==> config.mk <==
export PLATFORM = sky130hd
export DESIGN_NAME = fspc_top
export DESIGN_NICKNAME = d
export VERILOG_FILES = /design/src/fspc_pkg.sv /design/src/fspc_region_decode.sv /design/src/fspc_axil_slave.sv /design/src/fspc_top.sv
export SDC_FILE = /design/constraint.sdc
export NUM_CORES = 1
export LEC_CHECK = 0
export BUFFER_PORTS_ARGS = -buffer_cell sky130_fd_sc_hd__buf_4
export CAP_MARGIN = 20
export CORE_UTILIZATION = 44
export DETAILED_ROUTE_END_ITERATION = 8
export PLACE_DENSITY = 0.87
export SYNTH_ARGS = -nofsm -noshare
export SYNTH_HDL_FRONTEND = slang
export SYNTH_SLANG_ARGS = --single-unit
==> constraint.sdc <==
create_clock -name aclk -period 2.8 [get_ports aclk]
set_input_delay 0.56 -clock aclk [delete_from_list [all_inputs] [get_ports aclk]]
set_output_delay 0.56 -clock aclk [all_outputs]
set_load 0.02 [all_outputs]
==> src/fspc_pkg.sv <==
// Package for the flash self-program section control: constants, types, register map
package fspc_pkg;

	// =====================================================================
	// Flash geometry
	localparam int FSPC_ADDR_W      = 14;
	localparam int FSPC_PAGE_W      = 6;
	localparam int FSPC_FLASH_WORDS = 16384;
	localparam int FSPC_HALT_START  = 12288;
	localparam int FSPC_BOOT_SIZE0  = 4096;
	localparam int FSPC_BOOT_SIZE1  = 2048;
	localparam int FSPC_BOOT_SIZE2  = 1024;
	localparam int FSPC_BOOT_SIZE3  = 512;

	// =====================================================================
	// Register map, byte offsets
	localparam logic [11:0] FSPC_CTRL_OFS   = 12'h000;
	localparam logic [11:0] FSPC_STATUS_OFS = 12'h004;
	localparam logic [11:0] FSPC_LOCK_OFS   = 12'h008;
	localparam logic [11:0] FSPC_PAGE_OFS   = 12'h00C;

	// Field positions
	localparam int FSPC_CTRL_CLR_BUSY = 0;
	localparam int FSPC_CTRL_CLR_REF  = 1;
	localparam int FSPC_ST_BUSY       = 0;
	localparam int FSPC_ST_ACTIVE     = 1;
	localparam int FSPC_ST_STALL      = 2;
	localparam int FSPC_ST_REFUSED    = 3;
	localparam int FSPC_ST_FUSE       = 4;
	localparam int FSPC_LK_APP_NOWR   = 0;
	localparam int FSPC_LK_APP_NORD   = 1;
	localparam int FSPC_LK_BOOT_NOWR  = 2;
	localparam int FSPC_LK_BOOT_NORD  = 3;

	// Reset values and response codes
	localparam logic [3:0]  FSPC_LOCK_RST = 4'h0;
	localparam logic [1:0]  FSPC_FUSE_RST = 2'h0;
	localparam logic [31:0] FSPC_ZERO32   = 32'h0000_0000;
	localparam logic [1:0]  FSPC_RESP_OK  = 2'h0;
	localparam logic [1:0]  FSPC_RESP_ERR = 2'h2;

	// =====================================================================
	// Store instruction operations and the command carrier
	typedef enum logic [1:0] {FSPC_OP_ERASE, FSPC_OP_WRITE, FSPC_OP_LOCK, FSPC_OP_RWW_CLR} fspc_op_t;

	typedef struct packed {
		fspc_op_t                 op;
		logic [FSPC_ADDR_W-1:0]   pc;
		logic [FSPC_ADDR_W-1:0]   z;
		logic [3:0]               lock_val;
	} fspc_spm_cmd_t;

endpackage

==> src/fspc_region_decode.sv <==
// Address classifier: boot part versus application part, halting versus read-while-write
`timescale 1ns/10ps
module fspc_region_decode
	import fspc_pkg::*;
#(
	parameter int FLASH_WORDS = FSPC_FLASH_WORDS,
	parameter int HALT_START  = FSPC_HALT_START,
	parameter int BOOT_SIZE0  = FSPC_BOOT_SIZE0,
	parameter int BOOT_SIZE1  = FSPC_BOOT_SIZE1,
	parameter int BOOT_SIZE2  = FSPC_BOOT_SIZE2,
	parameter int BOOT_SIZE3  = FSPC_BOOT_SIZE3
)
(
	input  wire logic [FSPC_ADDR_W-1:0] addr,
	input  wire logic [1:0]             fuses,
	output logic                        in_boot,
	output logic                        in_halt
);

	// =====================================================================
	// Boundaries, one bit wider so the top of flash compares cleanly
	localparam logic [FSPC_ADDR_W:0] HALT_B  = (FSPC_ADDR_W+1)'(HALT_START);
	localparam logic [FSPC_ADDR_W:0] BOOT_B0 = (FSPC_ADDR_W+1)'(FLASH_WORDS - BOOT_SIZE0);
	localparam logic [FSPC_ADDR_W:0] BOOT_B1 = (FSPC_ADDR_W+1)'(FLASH_WORDS - BOOT_SIZE1);
	localparam logic [FSPC_ADDR_W:0] BOOT_B2 = (FSPC_ADDR_W+1)'(FLASH_WORDS - BOOT_SIZE2);
	localparam logic [FSPC_ADDR_W:0] BOOT_B3 = (FSPC_ADDR_W+1)'(FLASH_WORDS - BOOT_SIZE3);

	logic [FSPC_ADDR_W:0] boot_start;
	logic [FSPC_ADDR_W:0] addr_x;

	// Fuse-chosen split; fixed split needs no fuse; every boot start sits at or above the halt start
	always_comb
	begin
		unique case (fuses)
			2'h0:    boot_start = BOOT_B0;
			2'h1:    boot_start = BOOT_B1;
			2'h2:    boot_start = BOOT_B2;
			default: boot_start = BOOT_B3;
		endcase
	end

	assign addr_x  = {1'b0, addr};
	assign in_boot = (addr_x >= boot_start);
	assign in_halt = (addr_x >= HALT_B);

endmodule

==> src/fspc_axil_slave.sv <==
// AXI4-Lite slave front end: handshakes, write strobe and read capture
`timescale 1ns/10ps
module fspc_axil_slave
	import fspc_pkg::*;
(
	input  wire logic        aclk,
	input  wire logic        aresetn,
	input  wire logic [11:0] awaddr,
	input  wire logic        awvalid,
	output logic             awready,
	input  wire logic [31:0] wdata,
	input  wire logic [3:0]  wstrb,
	input  wire logic        wvalid,
	output logic             wready,
	output logic [1:0]       bresp,
	output logic             bvalid,
	input  wire logic        bready,
	input  wire logic [11:0] araddr,
	input  wire logic        arvalid,
	output logic             arready,
	output logic [31:0]      rdata,
	output logic [1:0]       rresp,
	output logic             rvalid,
	input  wire logic        rready,
	output logic             wr_en,
	output logic [11:0]      wr_addr,
	output logic [31:0]      wr_data,
	output logic [3:0]       wr_strb,
	input  wire logic        wr_err,
	input  wire logic [31:0] rd_data,
	input  wire logic        rd_err
);

	logic aw_got_r;
	logic w_got_r;

	// =====================================================================
	// Write side: address and data in either order, then one response
	assign wr_en = aw_got_r & w_got_r & ~bvalid;

	always_ff @(posedge aclk)
	begin
		if (!aresetn)
		begin
			aw_got_r <= 1'b0;
			w_got_r  <= 1'b0;
			awready  <= 1'b1;
			wready   <= 1'b1;
			bvalid   <= 1'b0;
			bresp    <= FSPC_RESP_OK;
			wr_addr  <= 12'h000;
			wr_data  <= FSPC_ZERO32;
			wr_strb  <= 4'h0;
		end
		else
		begin
			if (awvalid && awready)
			begin
				aw_got_r <= 1'b1;
				awready  <= 1'b0;
				wr_addr  <= awaddr;
			end
			if (wvalid && wready)
			begin
				w_got_r <= 1'b1;
				wready  <= 1'b0;
				wr_data <= wdata;
				wr_strb <= wstrb;
			end
			if (wr_en)
			begin
				aw_got_r <= 1'b0;
				w_got_r  <= 1'b0;
				bvalid   <= 1'b1;
				bresp    <= wr_err ? FSPC_RESP_ERR : FSPC_RESP_OK;
			end
			// Ready again only once the response is gone: one write at a time
			if (bvalid && bready)
			begin
				bvalid  <= 1'b0;
				awready <= 1'b1;
				wready  <= 1'b1;
			end
		end
	end

	// =====================================================================
	// Read side: data captured on the address handshake
	always_ff @(posedge aclk)
	begin
		if (!aresetn)
		begin
			arready <= 1'b1;
			rvalid  <= 1'b0;
			rdata   <= FSPC_ZERO32;
			rresp   <= FSPC_RESP_OK;
		end
		else if (arvalid && arready)
		begin
			arready <= 1'b0;
			rvalid  <= 1'b1;
			rdata   <= rd_data;
			rresp   <= rd_err ? FSPC_RESP_ERR : FSPC_RESP_OK;
		end
		else if (rvalid && rready)
		begin
			rvalid  <= 1'b0;
			arready <= 1'b1;
		end
	end

endmodule

==> src/fspc_top.sv <==
// Flash self-program section control: protection, region split, stall and busy flag
//
// The AXI4-Lite register port and the address map were decided locally.
`timescale 1ns/10ps
module fspc_top
	import fspc_pkg::*;
#(
	parameter int FLASH_WORDS = FSPC_FLASH_WORDS,
	parameter int HALT_START  = FSPC_HALT_START,
	parameter int BOOT_SIZE0  = FSPC_BOOT_SIZE0,
	parameter int BOOT_SIZE1  = FSPC_BOOT_SIZE1,
	parameter int BOOT_SIZE2  = FSPC_BOOT_SIZE2,
	parameter int BOOT_SIZE3  = FSPC_BOOT_SIZE3
)
(
	input  wire logic                          aclk,
	input  wire logic                          aresetn,
	input  wire logic [11:0]                   awaddr,
	input  wire logic                          awvalid,
	output logic                               awready,
	input  wire logic [31:0]                   wdata,
	input  wire logic [3:0]                    wstrb,
	input  wire logic                          wvalid,
	output logic                               wready,
	output logic [1:0]                         bresp,
	output logic                               bvalid,
	input  wire logic                          bready,
	input  wire logic [11:0]                   araddr,
	input  wire logic                          arvalid,
	output logic                               arready,
	output logic [31:0]                        rdata,
	output logic [1:0]                         rresp,
	output logic                               rvalid,
	input  wire logic                          rready,
	input  wire logic [1:0]                    boot_size_fuses,
	input  wire logic                          chip_erase,
	input  wire logic                          spm_req,
	input  wire fspc_spm_cmd_t                 spm_cmd,
	input  wire logic                          fetch_req,
	input  wire logic [FSPC_ADDR_W-1:0]        fetch_addr,
	input  wire logic                          flash_done,
	output logic                               core_stall_r,
	output logic                               fetch_invalid_r,
	output logic                               flash_start_r,
	output fspc_op_t                           flash_op_r,
	output logic [FSPC_ADDR_W-FSPC_PAGE_W-1:0] flash_page_r,
	output logic [3:0]                         lock_bits_r
);

	typedef enum logic [1:0] {FSPC_IDLE, FSPC_RUN_RWW, FSPC_RUN_HALT} fspc_state_t;

	fspc_state_t        state_r;
	logic [1:0]         fuse_s1_r;
	logic [1:0]         fuse_s2_r;
	logic [1:0]         fuse_s3_r;
	logic [1:0]         fuse_r;
	logic               busy_r;
	logic               refused_r;
	logic               pc_boot;
	logic               pc_halt;
	logic               tgt_boot;
	logic               tgt_halt;
	logic               fet_boot;
	logic               fet_halt;
	logic               prog_req;
	logic               prog_ok;
	logic               lock_req;
	logic               sw_clr_busy;
	logic               sw_clr_ref;
	logic               core_clr_busy;
	logic               wr_en;
	logic [11:0]        wr_addr;
	logic [31:0]        wr_data;
	logic [3:0]         wr_strb;
	logic               wr_err;
	logic [31:0]        rd_data;
	logic               rd_err;

	// =====================================================================
	// Bus front end
	fspc_axil_slave u_bus (
		.aclk    (aclk),
		.aresetn (aresetn),
		.awaddr  (awaddr),
		.awvalid (awvalid),
		.awready (awready),
		.wdata   (wdata),
		.wstrb   (wstrb),
		.wvalid  (wvalid),
		.wready  (wready),
		.bresp   (bresp),
		.bvalid  (bvalid),
		.bready  (bready),
		.araddr  (araddr),
		.arvalid (arvalid),
		.arready (arready),
		.rdata   (rdata),
		.rresp   (rresp),
		.rvalid  (rvalid),
		.rready  (rready),
		.wr_en   (wr_en),
		.wr_addr (wr_addr),
		.wr_data (wr_data),
		.wr_strb (wr_strb),
		.wr_err  (wr_err),
		.rd_data (rd_data),
		.rd_err  (rd_err)
	);

	// =====================================================================
	// Fuse pins: three stages, a change counts once stages two and three agree
	always_ff @(posedge aclk)
	begin
		if (!aresetn)
		begin
			fuse_s1_r <= FSPC_FUSE_RST;
			fuse_s2_r <= FSPC_FUSE_RST;
			fuse_s3_r <= FSPC_FUSE_RST;
			fuse_r    <= FSPC_FUSE_RST;
		end
		else
		begin
			fuse_s1_r <= boot_size_fuses;
			fuse_s2_r <= fuse_s1_r;
			fuse_s3_r <= fuse_s2_r;
			if (fuse_s2_r == fuse_s3_r)
				fuse_r <= fuse_s3_r;
		end
	end

	// =====================================================================
	// Region classification of executing, target and fetch addresses
	fspc_region_decode #(.FLASH_WORDS(FLASH_WORDS), .HALT_START(HALT_START), .BOOT_SIZE0(BOOT_SIZE0),
		.BOOT_SIZE1(BOOT_SIZE1), .BOOT_SIZE2(BOOT_SIZE2), .BOOT_SIZE3(BOOT_SIZE3)) u_pc (
		.addr    (spm_cmd.pc),
		.fuses   (fuse_r),
		.in_boot (pc_boot),
		.in_halt (pc_halt)
	);

	fspc_region_decode #(.FLASH_WORDS(FLASH_WORDS), .HALT_START(HALT_START), .BOOT_SIZE0(BOOT_SIZE0),
		.BOOT_SIZE1(BOOT_SIZE1), .BOOT_SIZE2(BOOT_SIZE2), .BOOT_SIZE3(BOOT_SIZE3)) u_tgt (
		.addr    (spm_cmd.z),
		.fuses   (fuse_r),
		.in_boot (tgt_boot),
		.in_halt (tgt_halt)
	);

	fspc_region_decode #(.FLASH_WORDS(FLASH_WORDS), .HALT_START(HALT_START), .BOOT_SIZE0(BOOT_SIZE0),
		.BOOT_SIZE1(BOOT_SIZE1), .BOOT_SIZE2(BOOT_SIZE2), .BOOT_SIZE3(BOOT_SIZE3)) u_fet (
		.addr    (fetch_addr),
		.fuses   (fuse_r),
		.in_boot (fet_boot),
		.in_halt (fet_halt)
	);

	// =====================================================================
	// Store instruction qualification
	assign prog_req = spm_req && (state_r == FSPC_IDLE)
		&& ((spm_cmd.op == FSPC_OP_ERASE) || (spm_cmd.op == FSPC_OP_WRITE));
	// Only boot-part code may program, anywhere, unless that part's lock forbids
	assign prog_ok  = prog_req && pc_boot
		&& !(tgt_boot && lock_bits_r[FSPC_LK_BOOT_NOWR])
		&& !(!tgt_boot && lock_bits_r[FSPC_LK_APP_NOWR]);
	assign lock_req      = spm_req && pc_boot && (spm_cmd.op == FSPC_OP_LOCK);
	assign core_clr_busy = spm_req && pc_boot && (spm_cmd.op == FSPC_OP_RWW_CLR);

	// Software clears; the busy clear is ignored while the operation still runs, the refused clear is not
	assign sw_clr_busy = wr_en && (wr_addr == FSPC_CTRL_OFS) && wr_strb[0] && wr_data[FSPC_CTRL_CLR_BUSY];
	assign sw_clr_ref  = wr_en && (wr_addr == FSPC_CTRL_OFS) && wr_strb[0] && wr_data[FSPC_CTRL_CLR_REF];

	// =====================================================================
	// Operation sequencer; stall decided by the target page's region
	always_ff @(posedge aclk)
	begin
		if (!aresetn)
		begin
			state_r       <= FSPC_IDLE;
			core_stall_r  <= 1'b0;
			flash_start_r <= 1'b0;
			flash_op_r    <= FSPC_OP_ERASE;
			flash_page_r  <= '0;
		end
		else
		begin
			flash_start_r <= prog_ok;
			unique case (state_r)
				FSPC_IDLE:
					if (prog_ok)
					begin
						flash_op_r   <= spm_cmd.op;
						flash_page_r <= spm_cmd.z[FSPC_ADDR_W-1:FSPC_PAGE_W];
						state_r      <= tgt_halt ? FSPC_RUN_HALT : FSPC_RUN_RWW;
						core_stall_r <= tgt_halt;
					end
				FSPC_RUN_RWW, FSPC_RUN_HALT:
					if (flash_done)
					begin
						state_r      <= FSPC_IDLE;
						core_stall_r <= 1'b0;
					end
			endcase
		end
	end

	// =====================================================================
	// Busy flag: set on a read-while-write start, set beats a same-cycle clear
	always_ff @(posedge aclk)
	begin
		if (!aresetn)
			busy_r <= 1'b0;
		else if (prog_ok && !tgt_halt)
			busy_r <= 1'b1;
		else if ((sw_clr_busy || core_clr_busy) && (state_r == FSPC_IDLE))
			busy_r <= 1'b0;
	end

	// Refused store requests are remembered for software
	always_ff @(posedge aclk)
	begin
		if (!aresetn)
			refused_r <= 1'b0;
		else if ((spm_req && !pc_boot) || (prog_req && !prog_ok) || (spm_req && state_r != FSPC_IDLE))
			refused_r <= 1'b1;
		else if (sw_clr_ref)
			refused_r <= 1'b0;
	end

	// =====================================================================
	// Protection bits: software sets, only chip erase or reset clears
	always_ff @(posedge aclk)
	begin
		if (!aresetn)
			lock_bits_r <= FSPC_LOCK_RST;
		else if (lock_req)
			lock_bits_r <= lock_bits_r | spm_cmd.lock_val;
		else if (wr_en && (wr_addr == FSPC_LOCK_OFS) && wr_strb[0])
			lock_bits_r <= lock_bits_r | wr_data[3:0];
		else if (chip_erase)
			lock_bits_r <= FSPC_LOCK_RST;
	end

	// =====================================================================
	// Fetches from the blocked region return garbage; flag them to the core
	always_ff @(posedge aclk)
	begin
		if (!aresetn)
			fetch_invalid_r <= 1'b0;
		else
			fetch_invalid_r <= fetch_req && !fet_halt && busy_r;
	end

	// =====================================================================
	// Register read mux and error decode
	always_comb
	begin
		rd_data = FSPC_ZERO32;
		rd_err  = 1'b0;
		unique case (araddr)
			FSPC_CTRL_OFS: rd_data = FSPC_ZERO32;
			FSPC_STATUS_OFS:
			begin
				rd_data[FSPC_ST_BUSY]                  = busy_r;
				rd_data[FSPC_ST_ACTIVE]                = (state_r != FSPC_IDLE);
				rd_data[FSPC_ST_STALL]                 = core_stall_r;
				rd_data[FSPC_ST_REFUSED]               = refused_r;
				rd_data[FSPC_ST_FUSE+1:FSPC_ST_FUSE]   = fuse_r;
			end
			FSPC_LOCK_OFS: rd_data[3:0] = lock_bits_r;
			FSPC_PAGE_OFS: rd_data[FSPC_ADDR_W-FSPC_PAGE_W-1:0] = flash_page_r;
			default:       rd_err = 1'b1;
		endcase
	end

	// Status and page are read-only; writes there and elsewhere are refused
	assign wr_err = !((wr_addr == FSPC_CTRL_OFS) || (wr_addr == FSPC_LOCK_OFS));
endmodule

# --- Yosys cells after proc, flatten, opt, wreduce, memory -nomap -nowiden ---
# Cells that the tools add are included.
word_totals:
  ff_bits: 65
  output_inout_bits: 58
  input_bits: 121
classes:
  eq_ne: 14
  muxes: 24
  n_reduce_logical: 56
  n_lt_le_gt_ge: 4
  bitwise_logic: 6
op_table:
  columns: ["op", "n"]
  rows:
  - ["$eq 12x4->1 const B", 3]
  - ["$pmux 12 s3", 1]
  - ["$ge 14x14->1 const B", 2]
  - ["$logic_and 1x1->1", 28]
  - ["$logic_not 12->1", 2]
  - ["$ge 14x15->1", 1]
  - ["$ge 14x14->1", 1]
  - ["$eq 12x3->1 const B", 1]
  - ["$mux 2", 6]
  - ["$mux 4", 3]
  - ["$pmux 4 s3", 1]
  - ["$mux 1", 10]
  - ["$eq 2x2->1 const B", 4]
  - ["$or 4x4->4", 2]
  - ["$pmux 2 s2", 2]
  - ["$reduce_bool 2->1", 4]
  - ["$logic_not 1->1", 7]
  - ["$eq 2x1->1 const B", 3]
  - ["$logic_not 2->1", 3]
  - ["$reduce_or 2->1", 3]
  - ["$logic_or 1x1->1", 5]
  - ["$ne 2x2->1 const B", 2]
  - ["$reduce_and 2->1", 2]
  - ["$reduce_or 4->1", 1]
  - ["other kinds (5)", 7]

# --- Depth between registers and ports, before layout ---
logic_depth:
  ltp_word: 12
  depth_mapped: 8
  ltp_nobuf: 7

# --- Modules after synthesis ---
# Synthesis repeated with hierarchy kept, for this count alone.
unflattened:
  hier_cells: 592
  area_unflattened_um2: 5226.3
modules_own_cells:
  columns: ["mod", "seq_area_each_um2", "area_per_inst_um2", "cells_per_inst", "instances"]
  rows:
  - ["fspc_axil_slave", 1781.7, 3484.6, 387, 1]
  - ["fspc_top", 560.5, 1377.6, 154, 1]
  - ["fspc_region_decode", 0.0, 121.4, 17, 3]

# --- Least setup slack after synthesis ---
# No wires, ideal clock.
synth_path:
  path_kind: "input port to flip-flop"
  from: "input spm_cmd[28] in the netlist's numbering"
  to: "register flash_page_r[6]"
  setup_slack_ns: 0.437
  t_required_ns: 2.730
  arrival_ns: 2.293
  setup_time_ns: 0.070
  cell_stages: 7
  cell_sequence: "ha_1 -> and3b_1 -> and4_1 -> o31ai_1 -> clkbuf_1 -> o31ai_1 -> a21oi_1"
synth_between:
  elab_chain_cells: 5
synth_rtl:
  columns: ["element", "line", "source"]
  rows:
  - ["from (decl)", "fspc_top.sv:38", "input wire fspc_spm_cmd_t spm_cmd,"]
  - ["$ge 14x15->1", "fspc_region_decode.sv:43", "assign in_boot = (addr_x >= boot_start);"]
  - ["$logic_and 1x1->1", "fspc_top.sv:162", "assign prog_ok = prog_req && pc_boot"]
  - ["$logic_and 1x1->1", "fspc_top.sv:163", "&& !(tgt_boot && lock_bits_r[FSPC_LK_BOOT_NOWR])"]
  - ["$logic_and 1x1->1", "fspc_top.sv:164", "&& !(!tgt_boot && lock_bits_r[FSPC_LK_APP_NOWR]);"]
  - ["$reduce_and 2->1 (no line)", null, null]
  - ["to (signal assigned)", "fspc_top.sv:192", "flash_page_r <= spm_cmd.z[FSPC_ADDR_W-1:FSPC_PAGE_W];"]
  - ["to (decl)", "fspc_top.sv:46", "output logic [FSPC_ADDR_W-FSPC_PAGE_W-1:0] flash_page_r,"]
# No other way between the ends.
# A chain may end at the register's enable or synchronous reset.

# --- Worst setup path after layout ---
layout_path:
  from: "register fuse_r[0]"
  to: "register flash_page_r[3]"
layout_between:
  elab_chain_cells: 8
  elab_cells_between_ends: 15
  cone_classes: "order compare: 2; eq/ne: 2; mux: 1; reduce/logical: 10"
layout_rtl:
  columns: ["element", "line", "source"]
  rows:
  - ["from (decl)", "fspc_top.sv:56", "logic [1:0] fuse_r;"]
  - ["from (signal assigned)", "fspc_top.sv:127", "fuse_r <= fuse_s3_r;"]
  - ["$eq 2x2->1, or another cell as far along", null, null]
  - ["$pmux 12 s3 (*)", "fspc_region_decode.sv:34", "unique case (fuses)"]
  - ["$ge 14x14->1", "fspc_region_decode.sv:43", null]
  - ["$logic_and 1x1->1 / $logic_not 1->1 (equally long branches)", "fspc_top.sv:163, fspc_top.sv:164", null]
  - ["$logic_not 1->1 / $logic_and 1x1->1 (equally long branches)", "fspc_top.sv:163, fspc_top.sv:164", null]
  - ["$logic_and 1x1->1 / $logic_not 1->1 (equally long branches)", "fspc_top.sv:163, fspc_top.sv:164", null]
  - ["$logic_and 1x1->1 (*)", "fspc_top.sv:164", null]
  - ["$reduce_and 2->1 (no line) (*)", null, null]
# Mark *: on every way between the ends. The rest lies on a longest branch, timed or not.

==> metrics.txt <==
outcome finished, final reports clean; row cnt 30; DR WL/cell approximately 14 um; Final period util 0.813; number of enable flip-flop cells after synthesis 0; Clock Tree Root clkbuf_8; ANT cells 0; CTS tree yes; dpl hpwl between 6000 and 7000 um; slowest CP cell or4_1; Final GP Congestion 0.831; fill count between 500 and 600; Seq/Total Area, Yosys 0.400; HP Class in -> reg; GRT Util Overall 0.231; Final Hold Fails 0; startpoint types register; Max Clk Rate between 400 and 500 MHz; gr ovfl total 0; Initial Utilization 0.457; Pint approximately 1.5 mW; Comb power frac 0.175; postcts setup bufs 0; Worst path max stage delay ~0.52 ns; switching part of the total 0.290; setup tns final 0 ns; Post-synth ARST share 0; Die W approximately 86 um; cts hold-fix bufs 0; Sink Count 62; crit-path cells and2_1, ha_1, nand4b_1, nor4_4, nor3b_2, buf_6, or4_1, a21oi_1; Routed WL between 8000 and 9000 um; max-cap violation count 0; Num CTS Buffers 9; DRC Markers 0; Area contributors post-synth dfxtp_1 (40%), buf_4 (6.3%), a21oi_1 (6.0%); worst path required time slightly above 3 ns; Max transition margin 0.645; maximum vdd drop around 0.52 mV; Post-Syn Area roughly 3100 um2; area fraction of the dominant cell type after synthesis 0.400; share of power burned in registers 0.455; footprint of the multi-input gates around 1600 um2; Worst-Margin Slew between 0.5 and 0.6 ns; critical path class reg -> reg; Clock power frac 0.370; leak pwr between 1.5 and 2 nW; synthesized-area fraction occupied by adder cells 0.0282; initial antenna violation count 0; Post-Syn Instances 369; die area around 7400 um2; Synth area leader dfxtp_1; CTS Buffer Depth 2; unrepaired setup endpoints after global routing false; Vias/cell ~5.3; Synth Flop Type dfxtp_1; global-route wire length before repair about 13,000 um; Synth Register Bits 62; post-synth cell types 45; core footprint between 6000 and 7000 um2; Antenna Nets Post-Route 0; Data arrival, critical path about 2.6 ns; I/O pin cnt ~180; YS warnings 0; Skew-Pair Late Insertion Delay between 0.3 and 0.4 ns; largest net degree at the start of global routing 25; post-synthesis mux area share 0.0210; CTS H-tree depth 3; area delta synth->final 32.7%; routed vias roughly 3,100; Iter 0 DRT Violations between 100 and 150; layout cells sized above 1 0.290; Worst-path clk slew around 0.070 ns; Psw between 600 and 700 uW; port bufs about 110; simple-gate portion of the synthesized area 0.238; Final Setup Violations 0; crit end category register; main combinational cell family by area after synthesis simple AND/OR/NAND/NOR gates; mean post-synth cell area about 8.4 um2; NumNets Final 605; Synth Area in XOR/XNOR 0.00565; pwr dens just over 500 nW/um2; post-CTS sizing 0; final design utilization 0.606; vias in the first global route about 2,900; FF+latch area around 1200 um2; Max Slew Vio Count 0; critical path peak fanout 22; post-synthesis compound-gate area fraction 0.204; min cycle time layout 2.28 ns; Die Height 86.0 um; worst clock skew 0.0112 ns; DR pass1 iterations 4
per-stage QoR:
step,area [um2],power (mW),hold WS (ns),worst slack [ns],std cells
after global placement,3910,1.33,0.422,0.218,561
after floorplan,3200,1.21,0.412,0.437,394
after detailed placement,3910,1.35,0.424,0.186,561
after global routing,4120,2.21,0.384,0.424,578
final,4120,2.12,0.385,0.522,578
after CTS,4110,2.13,0.367,0.362,577
cells by family after synthesis:
group | Yosys count
XOR/XNOR | 2
adder cells (fa/ha/maj) | 7
multiplexers | 6
other | 1
AO/OA/AOI/OAI | 97
buffers and inverters | 58
flip-flops | 62
AND/OR/NAND/NOR | 136
registers in the layout, summed over array words and instances, names as in the netlist, 2 cells and up:
register,count
flash_op_r,2
flash_page_r,8
fuse_r,2
fuse_s1_r,2
fuse_s2_r,2
fuse_s3_r,2
lock_bits_r,4
u_bus.rdata,8
u_bus.wr_addr,12
u_bus.wr_data,4
synth_stat cells (2+ instances only):
master     count
clkbuf_1      13
a21oi_1       37
inv_1         16
nor2b_1        2
dfxtp_1       62
nand4_1        2
and2_1         9
buf_4         26
nor3_1         4
nand2_1       41
nand2b_1       3
xnor2_1        2
mux2i_1        2
o311a_1        5
and4_1         3
and3b_1        2
nand3_1       12
nor4_1        12
o31a_1         2
and3_1         6
a22oi_1        9
o21a_1         3
a2bb2oi_1      5
o211ai_1       2
mux2_2         4
buf_1          2
nand4b_1      11
o31ai_1       14
nor2_1        23
ha_1           7
or4_1          2
o21ai_0       13
critical path: cells and delay by family (launching register included):
| family | cells | cell delay [ns] |
|---|---|---|
| buffers and inverters | 1 | 0.17 |
| flip-flops | 1 | 0.35 |
| adder cells (fa/ha/maj) | 1 | 0.29 |
| AND/OR/NAND/NOR | 5 | 1.28 |
| AO/OA/AOI/OAI | 1 | 0.13 |
final cells by class:
type,count,area share
well taps,96,0.0292
clock inverters,7,0.0179
clock buffers,9,0.0301
multi-input cells,274,0.398
repair buffers,114,0.209
flip-flops and latches,62,0.301
inverters,16,0.0146
metal layers:
| layer | part of all wire | wire length (um) | vias to the layer above | global-route usage |
|---|---|---|---|---|
| met5 | 0 | 0 | - | 0 |
| met4 | 0.014 | 121 | 0 | 0.0803 |
| met3 | 0.076 | 637 | 13 | 0.0712 |
| met2 | 0.51 | 4240 | 134 | 0.412 |
| met1 | 0.40 | 3360 | 1427 | 0.260 |
| li1 | - | - | 1499 | - |
worst paths after layout:
check                                 end  cells after the start                    start  slack (ns)
max          flash_page_r[3]$_SDFFE_PN0P_                      8   fuse_r[0]$_SDFFE_PN0N_        0.52
min            fetch_invalid_r$_SDFF_PN0_                      2           fetch_addr[12]        0.39
max reg2reg  flash_page_r[3]$_SDFFE_PN0P_                      8   fuse_r[0]$_SDFFE_PN0N_        0.52
min reg2reg       fuse_s2_r[0]$_SDFF_PN0_                      1  fuse_s1_r[0]$_SDFF_PN0_        0.44
power groups by stage:
stage                     sequential (mW)  combinational [mW]  clock, mW
final                               0.964               0.370      0.783
after floorplan                     0.987               0.226          0
after detailed placement            0.981               0.366          0
after global placement              0.978               0.353          0
after global routing                0.967               0.407      0.835
after CTS                           0.961               0.368      0.800
cells in the final DEF, fill, tap and decap left out, types with 4 or more instances in the layout:
master,synthesis,final
buf_4,26,113
ha_1,7,7
nor3_1,4,4
o21ai_0,13,13
nand3_1,12,12
nor2_1,23,23
inv_1,16,16
o31ai_1,14,14
nand4b_1,11,11
and3_1,6,6
a2bb2oi_1,5,5
a21oi_1,37,37
and2_1,9,9
nand2_1,41,41
clkinvlp_4,0,4
o311a_1,5,5
clkbuf_8,0,9
dfxtp_1,62,62
nor4_1,12,12
mux2_2,4,4
conb_1,1,26
a22oi_1,9,9
Power figures use the tool's default switching activity.
